## src/shared/trcrec_pkg.sv

```systemverilog
// Trace recorder control constants: register map, reset values, fields.
`default_nettype none
package trcrec_pkg;
  localparam int TRC_AW = 8;
  localparam logic [7:0] OFF_MASK0 = 8'h00;
  localparam logic [7:0] OFF_ACT = 8'h20;
  localparam logic [7:0] OFF_SHARE = 8'h24;
  localparam logic [7:0] OFF_STAT = 8'h28;
  localparam logic [7:0] OFF_COUNT = 8'h2C;
  localparam logic [15:0] RST_MASK = 16'h0000;
  localparam logic [15:0] RST_SHARE = 16'h0064;
  localparam logic [15:0] MASK_NORMAL = 16'h0000;
  localparam logic [15:0] MASK_MAX = 16'h0010;
  localparam logic [15:0] SHARE_MIN = 16'h0001;
  localparam logic [15:0] SHARE_MAX = 16'h0064;
  localparam int PCT_FULL = 100;
  localparam int STAT_RUN_BIT = 0;
  localparam int STAT_DONE_BIT = 1;
  localparam int STAT_ACT_BIT = 2;
  localparam logic [1:0] HTRANS_NONSEQ = 2'h2;
  localparam logic [1:0] HTRANS_SEQ = 2'h3;
  typedef enum logic [1:0] {TRC_IDLE, TRC_RUN, TRC_DONE} trcrec_state_t;
endpackage : trcrec_pkg
`default_nettype wire

```

## src/design/trcrec_ctrl.sv

```systemverilog
// Trace recorder control: AHB-Lite registers, capture, masking, capacity.
// Function
// [RULE1] Each of eight channels has a mask: 0 keeps the word, n keeps bit n-1.
// [RULE2] Input and output status words map their pins onto masks by bit.
// [RULE3] A one-bit activation control starts recording when set to 1.
// [RULE4] All settings are captured only on the activation rising edge.
// [RULE5] Settings changed while active wait for the next 0 then 1.
// [RULE6] The memory share runs 1 to 100 percent and resets to 100.
// [RULE7] Capacity in samples is share over 100 times total trace memory.
`default_nettype none
module trcrec_ctrl
  import trcrec_pkg::*;
#(
  parameter int NCH = 8,
  parameter int DW = 16,
  parameter int TOTAL_MEM = 8192,
  parameter int FIFO_DEPTH = 8
) (
  input wire logic hclk,
  input wire logic hresetn,
  input wire logic hsel,
  input wire logic [31:0] haddr,
  input wire logic [1:0] htrans,
  input wire logic hwrite,
  input wire logic [2:0] hsize,
  input wire logic [31:0] hwdata,
  input wire logic hready,
  output logic hreadyout,
  output logic hresp,
  output logic [31:0] hrdata,
  input wire logic smp_valid,
  output logic smp_ready,
  input wire logic [NCH*DW-1:0] smp_data,
  output logic rec_valid,
  input wire logic rec_ready,
  output logic [NCH*DW-1:0] rec_data,
  output logic trace_running,
  output logic trace_done
);
  logic [DW-1:0] mask_q [NCH];
  logic [DW-1:0] mask_d [NCH];
  logic [DW-1:0] sh_q [NCH];
  logic [DW-1:0] sh_d [NCH];
  logic act_q, act_d;
  logic [15:0] share_q, share_d, share_eff;
  logic [31:0] cap_q, cap_d, cnt_q, cnt_d;
  trcrec_state_t st_q, st_d;
  logic wr_q, wr_d, rp_q, rp_d;
  logic [TRC_AW-1:0] a_q, a_d;
  logic [31:0] rdata_q, rdata_d;
  logic accept, start, push, fifo_rdy;
  logic [NCH*DW-1:0] push_data;

  ////////////////////////////////////////////////////////////////////////////
  // Bus slave: writes take no wait state, reads take one.
  assign accept = hsel && hready && (htrans == HTRANS_NONSEQ ||
                  htrans == HTRANS_SEQ);
  assign hreadyout = !rp_q;
  assign hresp = 1'b0;
  assign hrdata = rdata_q;
  assign trace_running = (st_q == TRC_RUN);
  assign trace_done = (st_q == TRC_DONE);

  // Clamp the share into its legal range before it sizes the capacity.
  assign share_eff = (share_q < SHARE_MIN) ? SHARE_MIN :
                     (share_q > SHARE_MAX) ? SHARE_MAX : share_q;

  // An activation write of 1 while inactive is the capture edge.
  // [RULE3] [RULE4] activation edge capture
  assign start = wr_q && a_q == OFF_ACT && hwdata[0] && !act_q;

  ////////////////////////////////////////////////////////////////////////////
  // Next values of the bus pipeline and of the software registers.
  always_comb begin
    wr_d = accept && hwrite;
    rp_d = accept && !hwrite;
    a_d = accept ? haddr[TRC_AW-1:0] : a_q;
    if (accept && haddr[31:TRC_AW] != '0) begin
      wr_d = 1'b0;
      a_d = OFF_STAT + 8'h10;
    end
    mask_d = mask_q;
    act_d = act_q;
    share_d = share_q;
    rdata_d = rdata_q;
    if (wr_q) begin
      if (a_q < OFF_ACT) begin
        mask_d[a_q[4:2]] = hwdata[DW-1:0];
      end else if (a_q == OFF_ACT) begin
        act_d = hwdata[0];
      end else if (a_q == OFF_SHARE) begin
        share_d = hwdata[15:0];
      end
    end
    if (rp_q) begin
      rdata_d = '0;
      if (a_q < OFF_ACT) begin
        rdata_d[DW-1:0] = mask_q[a_q[4:2]];
      end else if (a_q == OFF_ACT) begin
        rdata_d[0] = act_q;
      end else if (a_q == OFF_SHARE) begin
        rdata_d[15:0] = share_q;
      end else if (a_q == OFF_STAT) begin
        rdata_d[STAT_RUN_BIT] = trace_running;
        rdata_d[STAT_DONE_BIT] = trace_done;
        rdata_d[STAT_ACT_BIT] = act_q;
      end else if (a_q == OFF_COUNT) begin
        rdata_d = cnt_q;
      end
    end
  end

  // Registers of the bus pipeline and of the software view.
  always_ff @(posedge hclk or negedge hresetn) begin
    if (!hresetn) begin
      wr_q <= 1'b0;
      rp_q <= 1'b0;
      a_q <= '0;
      rdata_q <= '0;
      for (int i = 0; i < NCH; i++) begin
        mask_q[i] <= RST_MASK;
      end
      act_q <= 1'b0;
      // [RULE6] share resets to full
      share_q <= RST_SHARE;
    end else begin
      wr_q <= wr_d;
      rp_q <= rp_d;
      a_q <= a_d;
      rdata_q <= rdata_d;
      mask_q <= mask_d;
      act_q <= act_d;
      share_q <= share_d;
    end
  end

  ////////////////////////////////////////////////////////////////////////////
  // Trace sequencer: shadows, capacity and sample count.
  always_comb begin
    st_d = st_q;
    sh_d = sh_q;
    cap_d = cap_q;
    cnt_d = cnt_q;
    if (start) begin
      // [RULE4] [RULE5] shadow load only here
      sh_d = mask_q;
      // [RULE7] capacity from share
      cap_d = 32'((32'(share_eff) * 32'(TOTAL_MEM)) / 32'(PCT_FULL));
      cnt_d = '0;
      st_d = TRC_RUN;
    end else begin
      case (st_q)
        TRC_RUN: begin
          if (push) begin
            cnt_d = cnt_q + 32'h00000001;
          end
          if (!act_q) begin
            st_d = TRC_IDLE;
          end else if (push && cnt_d >= cap_q) begin
            st_d = TRC_DONE;
          end
        end
        TRC_DONE: begin
          if (!act_q) begin
            st_d = TRC_IDLE;
          end
        end
        default: begin
          st_d = TRC_IDLE;
        end
      endcase
    end
  end

  // Sequencer registers.
  always_ff @(posedge hclk or negedge hresetn) begin
    if (!hresetn) begin
      st_q <= TRC_IDLE;
      cap_q <= '0;
      cnt_q <= '0;
      for (int i = 0; i < NCH; i++) begin
        sh_q[i] <= RST_MASK;
      end
    end else begin
      st_q <= st_d;
      cap_q <= cap_d;
      cnt_q <= cnt_d;
      sh_q <= sh_d;
    end
  end

  ////////////////////////////////////////////////////////////////////////////
  // Per-channel masking with the captured masks; values above 16 act as 0.
  // [RULE1] [RULE2] bit isolation
  always_comb begin
    push_data = smp_data;
    for (int c = 0; c < NCH; c++) begin
      if (sh_q[c] != MASK_NORMAL && sh_q[c] <= MASK_MAX) begin
        push_data[c*DW +: DW] = '0;
        push_data[c*DW] = smp_data[c*DW + 32'(sh_q[c] - 16'h0001)];
      end
    end
  end

  // Samples are taken only while running and the FIFO has room.
  assign smp_ready = trace_running && fifo_rdy;
  assign push = smp_valid && smp_ready;

  // Record FIFO that carries masked samples to the memory writer.
  trcrec_fifo #(
    .W(NCH * DW),
    .DEPTH(FIFO_DEPTH)
  ) u_fifo (
    .clk(hclk),
    .rst_n(hresetn),
    .in_valid(push),
    .in_ready(fifo_rdy),
    .in_data(push_data),
    .out_valid(rec_valid),
    .out_ready(rec_ready),
    .out_data(rec_data)
  );
endmodule : trcrec_ctrl
`default_nettype wire

```

## src/design/trcrec_fifo.sv

```systemverilog
// Record FIFO with a registered head word and valid/ready on both sides.
`default_nettype none
module trcrec_fifo #(
  parameter int W = 128,
  parameter int DEPTH = 8
) (
  input wire logic clk,
  input wire logic rst_n,
  input wire logic in_valid,
  output logic in_ready,
  input wire logic [W-1:0] in_data,
  output logic out_valid,
  input wire logic out_ready,
  output logic [W-1:0] out_data
);
  localparam int PW = $clog2(DEPTH);
  localparam int CW = $clog2(DEPTH + 1);

  logic [W-1:0] mem_q [DEPTH];
  logic [PW-1:0] wr_q, wr_d, rd_q, rd_d;
  logic [CW-1:0] cnt_q, cnt_d;
  logic hv_q, hv_d;
  logic [W-1:0] hd_q, hd_d;
  logic push, pop, load;

  ////////////////////////////////////////////////////////////////////////////
  // Storage is full when the memory holds DEPTH words besides the head.
  assign in_ready = (cnt_q != CW'(DEPTH));
  assign out_valid = hv_q;
  assign out_data = hd_q;
  assign push = in_valid && in_ready;
  assign pop = hv_q && out_ready;
  assign load = !hv_q || pop;

  // Next head, pointers and count; an empty store lets data bypass to head.
  always_comb begin
    wr_d = wr_q;
    rd_d = rd_q;
    cnt_d = cnt_q;
    hv_d = hv_q && !pop;
    hd_d = hd_q;
    if (load && cnt_q != '0) begin
      hv_d = 1'b1;
      hd_d = mem_q[rd_q];
      rd_d = (rd_q == PW'(DEPTH - 1)) ? '0 : rd_q + 1'b1;
      cnt_d = cnt_d - 1'b1;
    end
    if (push && load && cnt_q == '0) begin
      hv_d = 1'b1;
      hd_d = in_data;
    end else if (push) begin
      wr_d = (wr_q == PW'(DEPTH - 1)) ? '0 : wr_q + 1'b1;
      cnt_d = cnt_d + 1'b1;
    end
  end

  // Control state registers.
  always_ff @(posedge clk or negedge rst_n) begin
    if (!rst_n) begin
      wr_q <= '0;
      rd_q <= '0;
      cnt_q <= '0;
      hv_q <= 1'b0;
      hd_q <= '0;
    end else begin
      wr_q <= wr_d;
      rd_q <= rd_d;
      cnt_q <= cnt_d;
      hv_q <= hv_d;
      hd_q <= hd_d;
    end
  end

  // Word store, written only when the word does not bypass to the head.
  always_ff @(posedge clk) begin
    if (push && !(load && cnt_q == '0)) begin
      mem_q[wr_q] <= in_data;
    end
  end
endmodule : trcrec_fifo
`default_nettype wire

```

## config.mk

```make
export PLATFORM = sky130hd
export DESIGN_NAME = trcrec_ctrl
export DESIGN_NICKNAME = d
export VERILOG_FILES = /design/src/shared/trcrec_pkg.sv /design/src/design/trcrec_ctrl.sv /design/src/design/trcrec_fifo.sv
export SDC_FILE = /design/constraint.sdc
export NUM_CORES = 2
export LEC_CHECK = 0
export BUFFER_PORTS_ARGS = -buffer_cell sky130_fd_sc_hd__clkbuf_2
export CAP_MARGIN = 20
export CORE_MARGIN = 1.5
export CORE_UTILIZATION = 59
export CTS_CLUSTER_DIAMETER = 40
export DETAILED_ROUTE_END_ITERATION = 12
export PLACE_DENSITY_LB_ADDON = 0.2
export SKIP_LAST_GASP = 1
export SLEW_MARGIN = 20
export SYNTH_ARGS = -nofsm -noshare
export SYNTH_HDL_FRONTEND = slang
export SYNTH_SLANG_ARGS = --single-unit
```

## constraint.sdc

```tcl
create_clock -name hclk -period 21.7 [get_ports hclk]
set_clock_uncertainty 0.05 [all_clocks]
set_input_delay 4.34 -clock hclk [delete_from_list [all_inputs] [get_ports hclk]]
set_output_delay 4.34 -clock hclk [all_outputs]
set_load 0.02 [all_outputs]
```

### After elaboration in Yosys (flattened, before gate mapping)

Memory sizes are Yosys's and may differ from the RTL's.
Cells that the tools add are included.

* register bits: 520
* output and inout bits: 166
* memories kept: 1
* logic and storage cells: 216
* memory bits (writable): 1024
* input bits: 204

Memories
* u_fifo.mem_q: words 8, width 128, rd ports 1, clocked after Yosys merged registers in 0, wr ports 1, line trcrec_fifo.sv:19 `logic [W-1:0] mem_q [DEPTH];`

* add/sub/neg operators: 20
* bitwise gates (word level): 4
* div/mod/pow operators: 1
* multiplexer cells: 70
* reduce and logical (&&, ||, !) cells: 55
* eq/ne operators: 13
* $lt $le $gt $ge: 22

Operators by type and width (count)
* 32-bit 2-to-1 mux: 11
* 16-bit 2-to-1 mux: 17
* 32-bit by 8-bit less-than comparator with 1-bit output (second input constant): 8
* 128-bit 2-to-1 mux: 2
* 16-bit by 1-bit subtractor with 17-bit output (second input constant): 8
* 128-bit bitwise mux: 1
* 16-bit by 5-bit less-or-equal comparator with 1-bit output (second input constant): 8
* 16-bit nonzero test: 8
* 8-bit by 17-bit adder with 18-bit output (first input constant): 4
* 1-bit binary-select mux with 7-bit select: 8
* 16-bit binary-select mux with 3-bit select: 1
* 16-bit demux with 3-bit select: 1
* 7-bit by 17-bit adder with 18-bit output (first input constant): 2
* 32-bit by 1-bit adder with 32-bit output (second input constant): 1
* 29-bit by 7-bit divider with 32-bit output (second input constant): 1
* 8-bit by 6-bit == test with 1-bit output (second input constant): 4
* 32-bit greater-or-equal comparator: 1
* 31-bit 2-to-1 mux: 1
* 29-bit 2-to-1 mux: 1
* 1-bit logical AND: 28
* 24-bit nonzero test: 1
* 6-bit by 17-bit adder with 18-bit output (first input constant): 1
* 16-bit by 7-bit greater-than comparator with 1-bit output (second input constant): 1
* 16-bit by 1-bit less-than comparator with 1-bit output (second input constant): 1
* 28 further kinds: 65

### Longest topological paths before layout

* word-level depth: 12
* mapped depth: 81
* gate-level depth less buffers: 69

### By module

Synthesis repeated with hierarchy kept, for this count alone.

* cell total of the unflattened synthesis: 4677
* area, all modules: 71486.1 sq um

By module, submodules not included
* trcrec_fifo: area an instance 44183.6 sq um, sequential area each 34227.8 sq um, cells each 1996, instances 1
* trcrec_ctrl: area an instance 27302.4 sq um, sequential area each 9312.7 sq um, cells each 2681, instances 1

### Worst setup path after synthesis

No wires, ideal clock.

* path kind: input to register
* start point: input port smp_valid
* end point: memory u_fifo.mem_q[1][0] (enable)
* buffers on the path: 1
* path slack: 2684 ps
* arrival: 17991 ps
* stages: 4
* library setup time: 974 ps
* cell sequence: and2_1 clkbuf_1 nand2_1 nor4b_1

* word-level cells in the longest chain between the ends: 5

RTL lines
* start, declared: line trcrec_ctrl.sv:31 `input wire logic smp_valid,`
* 1-bit logical AND: line trcrec_ctrl.sv:207 `assign push = smp_valid && smp_ready;`
* 1-bit logical AND: line trcrec_fifo.sv:31 `assign push = in_valid && in_ready;`
* 1-bit logical AND: line trcrec_fifo.sv:76 `if (push && !(load && cnt_q == '0)) begin`
* 1-bit 2-to-1 mux: line trcrec_fifo.sv:76
* 1-bit 2-to-1 mux (implied by the code): line trcrec_fifo.sv:77 `mem_q[wr_q] <= in_data;`
* end, declared: line trcrec_fifo.sv:19

No other way between the ends.

### Worst setup path in the final report

* start point: register share_q[4]
* end point: register cap_q[0]

* word-level cells in the longest chain between the ends: 4

RTL lines
* start, declared: line trcrec_ctrl.sv:45 `logic [15:0] share_q, share_d, share_eff;`
* start signal, assigned: line trcrec_ctrl.sv:133 `share_q <= share_d;`
* 16-bit by 7-bit greater-than comparator with 1-bit output: line trcrec_ctrl.sv:66 `(share_q > SHARE_MAX) ? SHARE_MAX : share_q;`
* 16-bit 2-to-1 mux: line trcrec_ctrl.sv:66
* 16-bit 2-to-1 mux (*): line trcrec_ctrl.sv:65 `assign share_eff = (share_q < SHARE_MIN) ? SHARE_MIN :`
* 29-bit by 7-bit divider with 32-bit output (*): line trcrec_ctrl.sv:148 `cap_d = 32'((32'(share_eff) * 32'(TOTAL_MEM)) / 32'(PCT_FULL));`
* end signal, assigned: line trcrec_ctrl.sv:186 `cap_q <= cap_d;`
* end, declared: line trcrec_ctrl.sv:46 `logic [31:0] cap_q, cap_d, cnt_q, cnt_d;`

Every way passes the cells marked *; elsewhere a longest branch is shown, timed or not.
A chain may end at the register's enable or synchronous reset.

==> metrics.md <==
| Metric | Value |
|---|---|
| Syn. warnings | `0` |
| Clk buf depth | `3` |
| Synth-to-Final Area Change | `13.7%` |
| Fin nets | `5336` |
| Critical Path RT | `22.34 ns` |
| Vias in the first global route | `45700` |
| Share of layout cells above drive strength 1 | `29.1%` |
| Die width | `352 um` |
| CTS tree | `done` |
| Number of DRC markers in iteration 0 | `5672` |
| Cells resized by post-CTS repair | `0` |
| Clk sinks | `1535` |
| Min cycle time layout | `18.59 ns` |
| Clock power frac | `36.2%` |
| Net switching share of the total power | `29.9%` |
| Leak Pwr | `0.0307 uW` |
| Critical path's slowest cell | `or4_1` |
| Grt ovf | `0` |
| Clock Tree Root | `clkbuf_16` |
| GPL Wtd Cong | `0.912` |
| Die Ht | `352 um` |
| Power Density | `106 nW/um2` |
| Worst Tran Pin Value | `1.33 ns` |
| Largest net degree at the start of global routing | `138` |
| Initial antenna violation count | `45` |
| Worst min-delay path class | `reg -> reg` |
| Postcts setup bufs | `0` |
| Switching power | `2570 uW` |
| Die area | `124000 um2` |
| DRC viols | `0` |
| Worst path top cell family by delay | `simple AND/OR/NAND/NOR gates` |
| H-tree Lvls | `4` |
| Wire per inst | `29.2 um` |
| Cell Int Power | `6040 uW` |
| GRT Util Overall | `32.8%` |
| Setup-failing EPs final | `0` |
| Max-cap viol count | `0` |
| Syn Inst Count | `4755` |
| Cts bufs inserted | `180` |
| Fin Hold WS | `0.424 ns` |
| IO Pins | `370` |
| Max Fclk | `53.8 MHz` |
| Pins Over Slew Limit | `0` |
| Setup TNS | `0 ns` |
| Critical Path End Type | `flip-flop` |
| Post-place instance area | `75300 um2` |
| First-pass GRT wire length | `296000 um` |
| DPL Wire Length | `124000 um` |
| Final Routed Wirelength | `201000 um` |
| Most common flop cell mapped by yosys | `edfxtp_1` |
| Sequential-to-total area share from yosys stat | `60.6%` |
| Area of the core | `120000 um2` |
| Initial core utilization | `59.7%` |
| Post-synth EDFFs | `1024` |
| Syn avg cell area | `15.1 um2` |
| Max stage delay on crit path | `0.79 ns` |
| Worst Setup Start Kind | `flip-flop` |
| IO Port Bufs | `348` |
| CP most frequent cell | `ha_1` |
| Crit Path Max Fanout | `34` |
| Crit path DAT | `19.22 ns` |
| Row count | `127` |
| Clk_lat worst skew | `0.83 ns` |
| VDD IR-drop max | `0.000102 V` |
| Mapped Nets | `5013` |
| Finished Cell Area | `81600 um2` |
| WS Path Type | `reg -> reg` |
| Drt first pass iters | `9` |
| Worst-path clk slew | `0.06 ns` |
| Seq cells post-synth | `1535` |
| Post-synth cell types | `127` |
| Hold-fix buffers, CTS | `0` |
| Final hold viol count | `0` |
| Post-Syn Area | `71800 um2` |
| Part of the power in registers | `39.8%` |
| Outcome | `complete, no violations` |
| Routed vias | `45900` |
| ANT nets after route | `0` |
| Synth async-reset ratio | `33.3%` |
| Gate power share | `24.1%` |
| Slew margin rel. | `11.4%` |
| RSZ-0062 raised after global routing | `no` |
| Final Cycle Share | `85.7%` |
| Vias per inst | `6.69` |
| WP buf/inv | `9` |
## logic make-up (layout without fill, tap and decap cells)
group | Yosys count | count (layout) | share of synthesized area, %
AOI/OAI and AO/OA | 573 | 573 | 5.90
adders and majority gates | 54 | 54 | 0.941
buffers and inverters | 354 | 831 | 2.04
DFF | 1535 | 1535 | 60.6
muxes | 823 | 823 | 20.4
xor gates and xnor gates | 100 | 100 | 1.22
and+or+nand+nor | 1315 | 1315 | 8.82
other | 1 | 24 | 0.00522
## Yosys cell counts, types with 13 or more instances
cell type     n  area (um2)
a221o_1      67         671
nor4_1       46         288
buf_4        15         113
xor2_1       32         280
xnor2_1      68         596
nor3_1       64         320
o22ai_1      30         188
a31oi_1      17         106
edfxtp_1   1024       30700
a21oi_1     118         591
clkbuf_1    187         702
dfrtp_1     508       12700
and3_1       22         138
and2_1       67         419
mux4_2      496       11200
nor2b_1     110         688
nand4_1      20         125
nand2b_1     17         106
o21a_1       15         113
a21o_1       19         143
ha_1         54         676
o21ai_0      98         490
mux2_2      175        1970
o211ai_1     13        97.6
mux2i_1     147        1470
nor2_1      250         938
nand3_1      70         350
o221a_2      19         214
buf_1        62         233
nand2_1     542        2030
inv_1        65         244
o2bb2ai_1    19         166
## metal layers
metal	share of wire, %	vias to the layer above	track usage [%]
li1	-	19300	-
met2	47	2578	51.0
met3	12	442	9.43
met4	3.1	60	10.6
met1	38	23500	44.9
met5	0.18	-	0
## final cells by class
type	count	area [um2]
multi-input cells	2866	27000
inverters	70	268
diodes	23	57.6
clock inverters	105	1330
repair buffers	425	2460
flip-flops and latches	1535	43600
clock buffers	231	4940
well taps	1612	2020
fillers	8101	38700
## stage by stage
stage	power (uW)	std cells	utilization, %	setup slack [ns]
CTS	8650	6843	67.8	3.26
floorplan	4930	4755	-	2.68
global route	8910	6846	67.8	1.56
global placement	5510	6506	62.5	3.45
detailed placement	5540	6507	62.6	3.32
finish	8620	6867	67.9	3.11
## path summary, 6_finish.rpt
kind	startpoint	to	slack (ns)	depth (start not counted)
max	share_q[4]	cap_q[0]	3.11	70
min	mask_q[117]	sh_q[117]	0.42	2
max reg2reg	share_q[4]	cap_q[0]	3.11	70
min reg2reg	mask_q[117]	sh_q[117]	0.42	2
max in group asynchronous	hresetn	sh_q[64]	14.79	5
min in group asynchronous	hresetn	hrdata[7]	3.32	1
## registers in the layout (all words and copies together) (netlist names), 4 cells and up
register         count
sh_q               128
u_fifo.cnt_q         4
cap_q               23
u_fifo.out_data    128
mask_q             128
cnt_q               32
share_q             16
hrdata              32
a_q                  8
u_fifo.mem_q      1024
## power groups by stage
stage / clock network [uW] / registers (uW) / logic (uW)
after floorplan: 0 / 3560 / 1370
after global placement: 0 / 3480 / 2030
after detailed placement: 0 / 3480 / 2050
after CTS: 3140 / 3430 / 2080
after global routing: 3260 / 3450 / 2210
final: 3120 / 3430 / 2070
## worst reg2reg max path, delay by kind of cell (launching register included)
family / cells / cell delay [ns]
flip-flops: 1 / 0.75
adder cells (fa/ha/maj): 10 / 3.26
buffers and inverters: 9 / 2.01
multiplexers: 3 / 0.76
AO/OA/AOI/OAI: 16 / 3.42
AND/OR/NAND/NOR: 32 / 8.19
## cells in the final DEF, fill, tap and decap left out, drive strengths merged, types with 22 or more instances in the layout
master	n
xor2	32
diode	23
nor4	50
a221o	67
and3	22
and2	70
ha	54
dfrtp	508
nor2	251
buf	78
mux2	179
nand4	22
mux2i	148
nor2b	110
xnor2	68
nand3	71
inv	96
mux4	496
nand2	544
o21ai	108
a21oi	121
clkinv	54
o22ai	30
clkbuf	578
edfxtp	1024
nor3	68
Note: power is estimated with default switching activity, not from simulation.
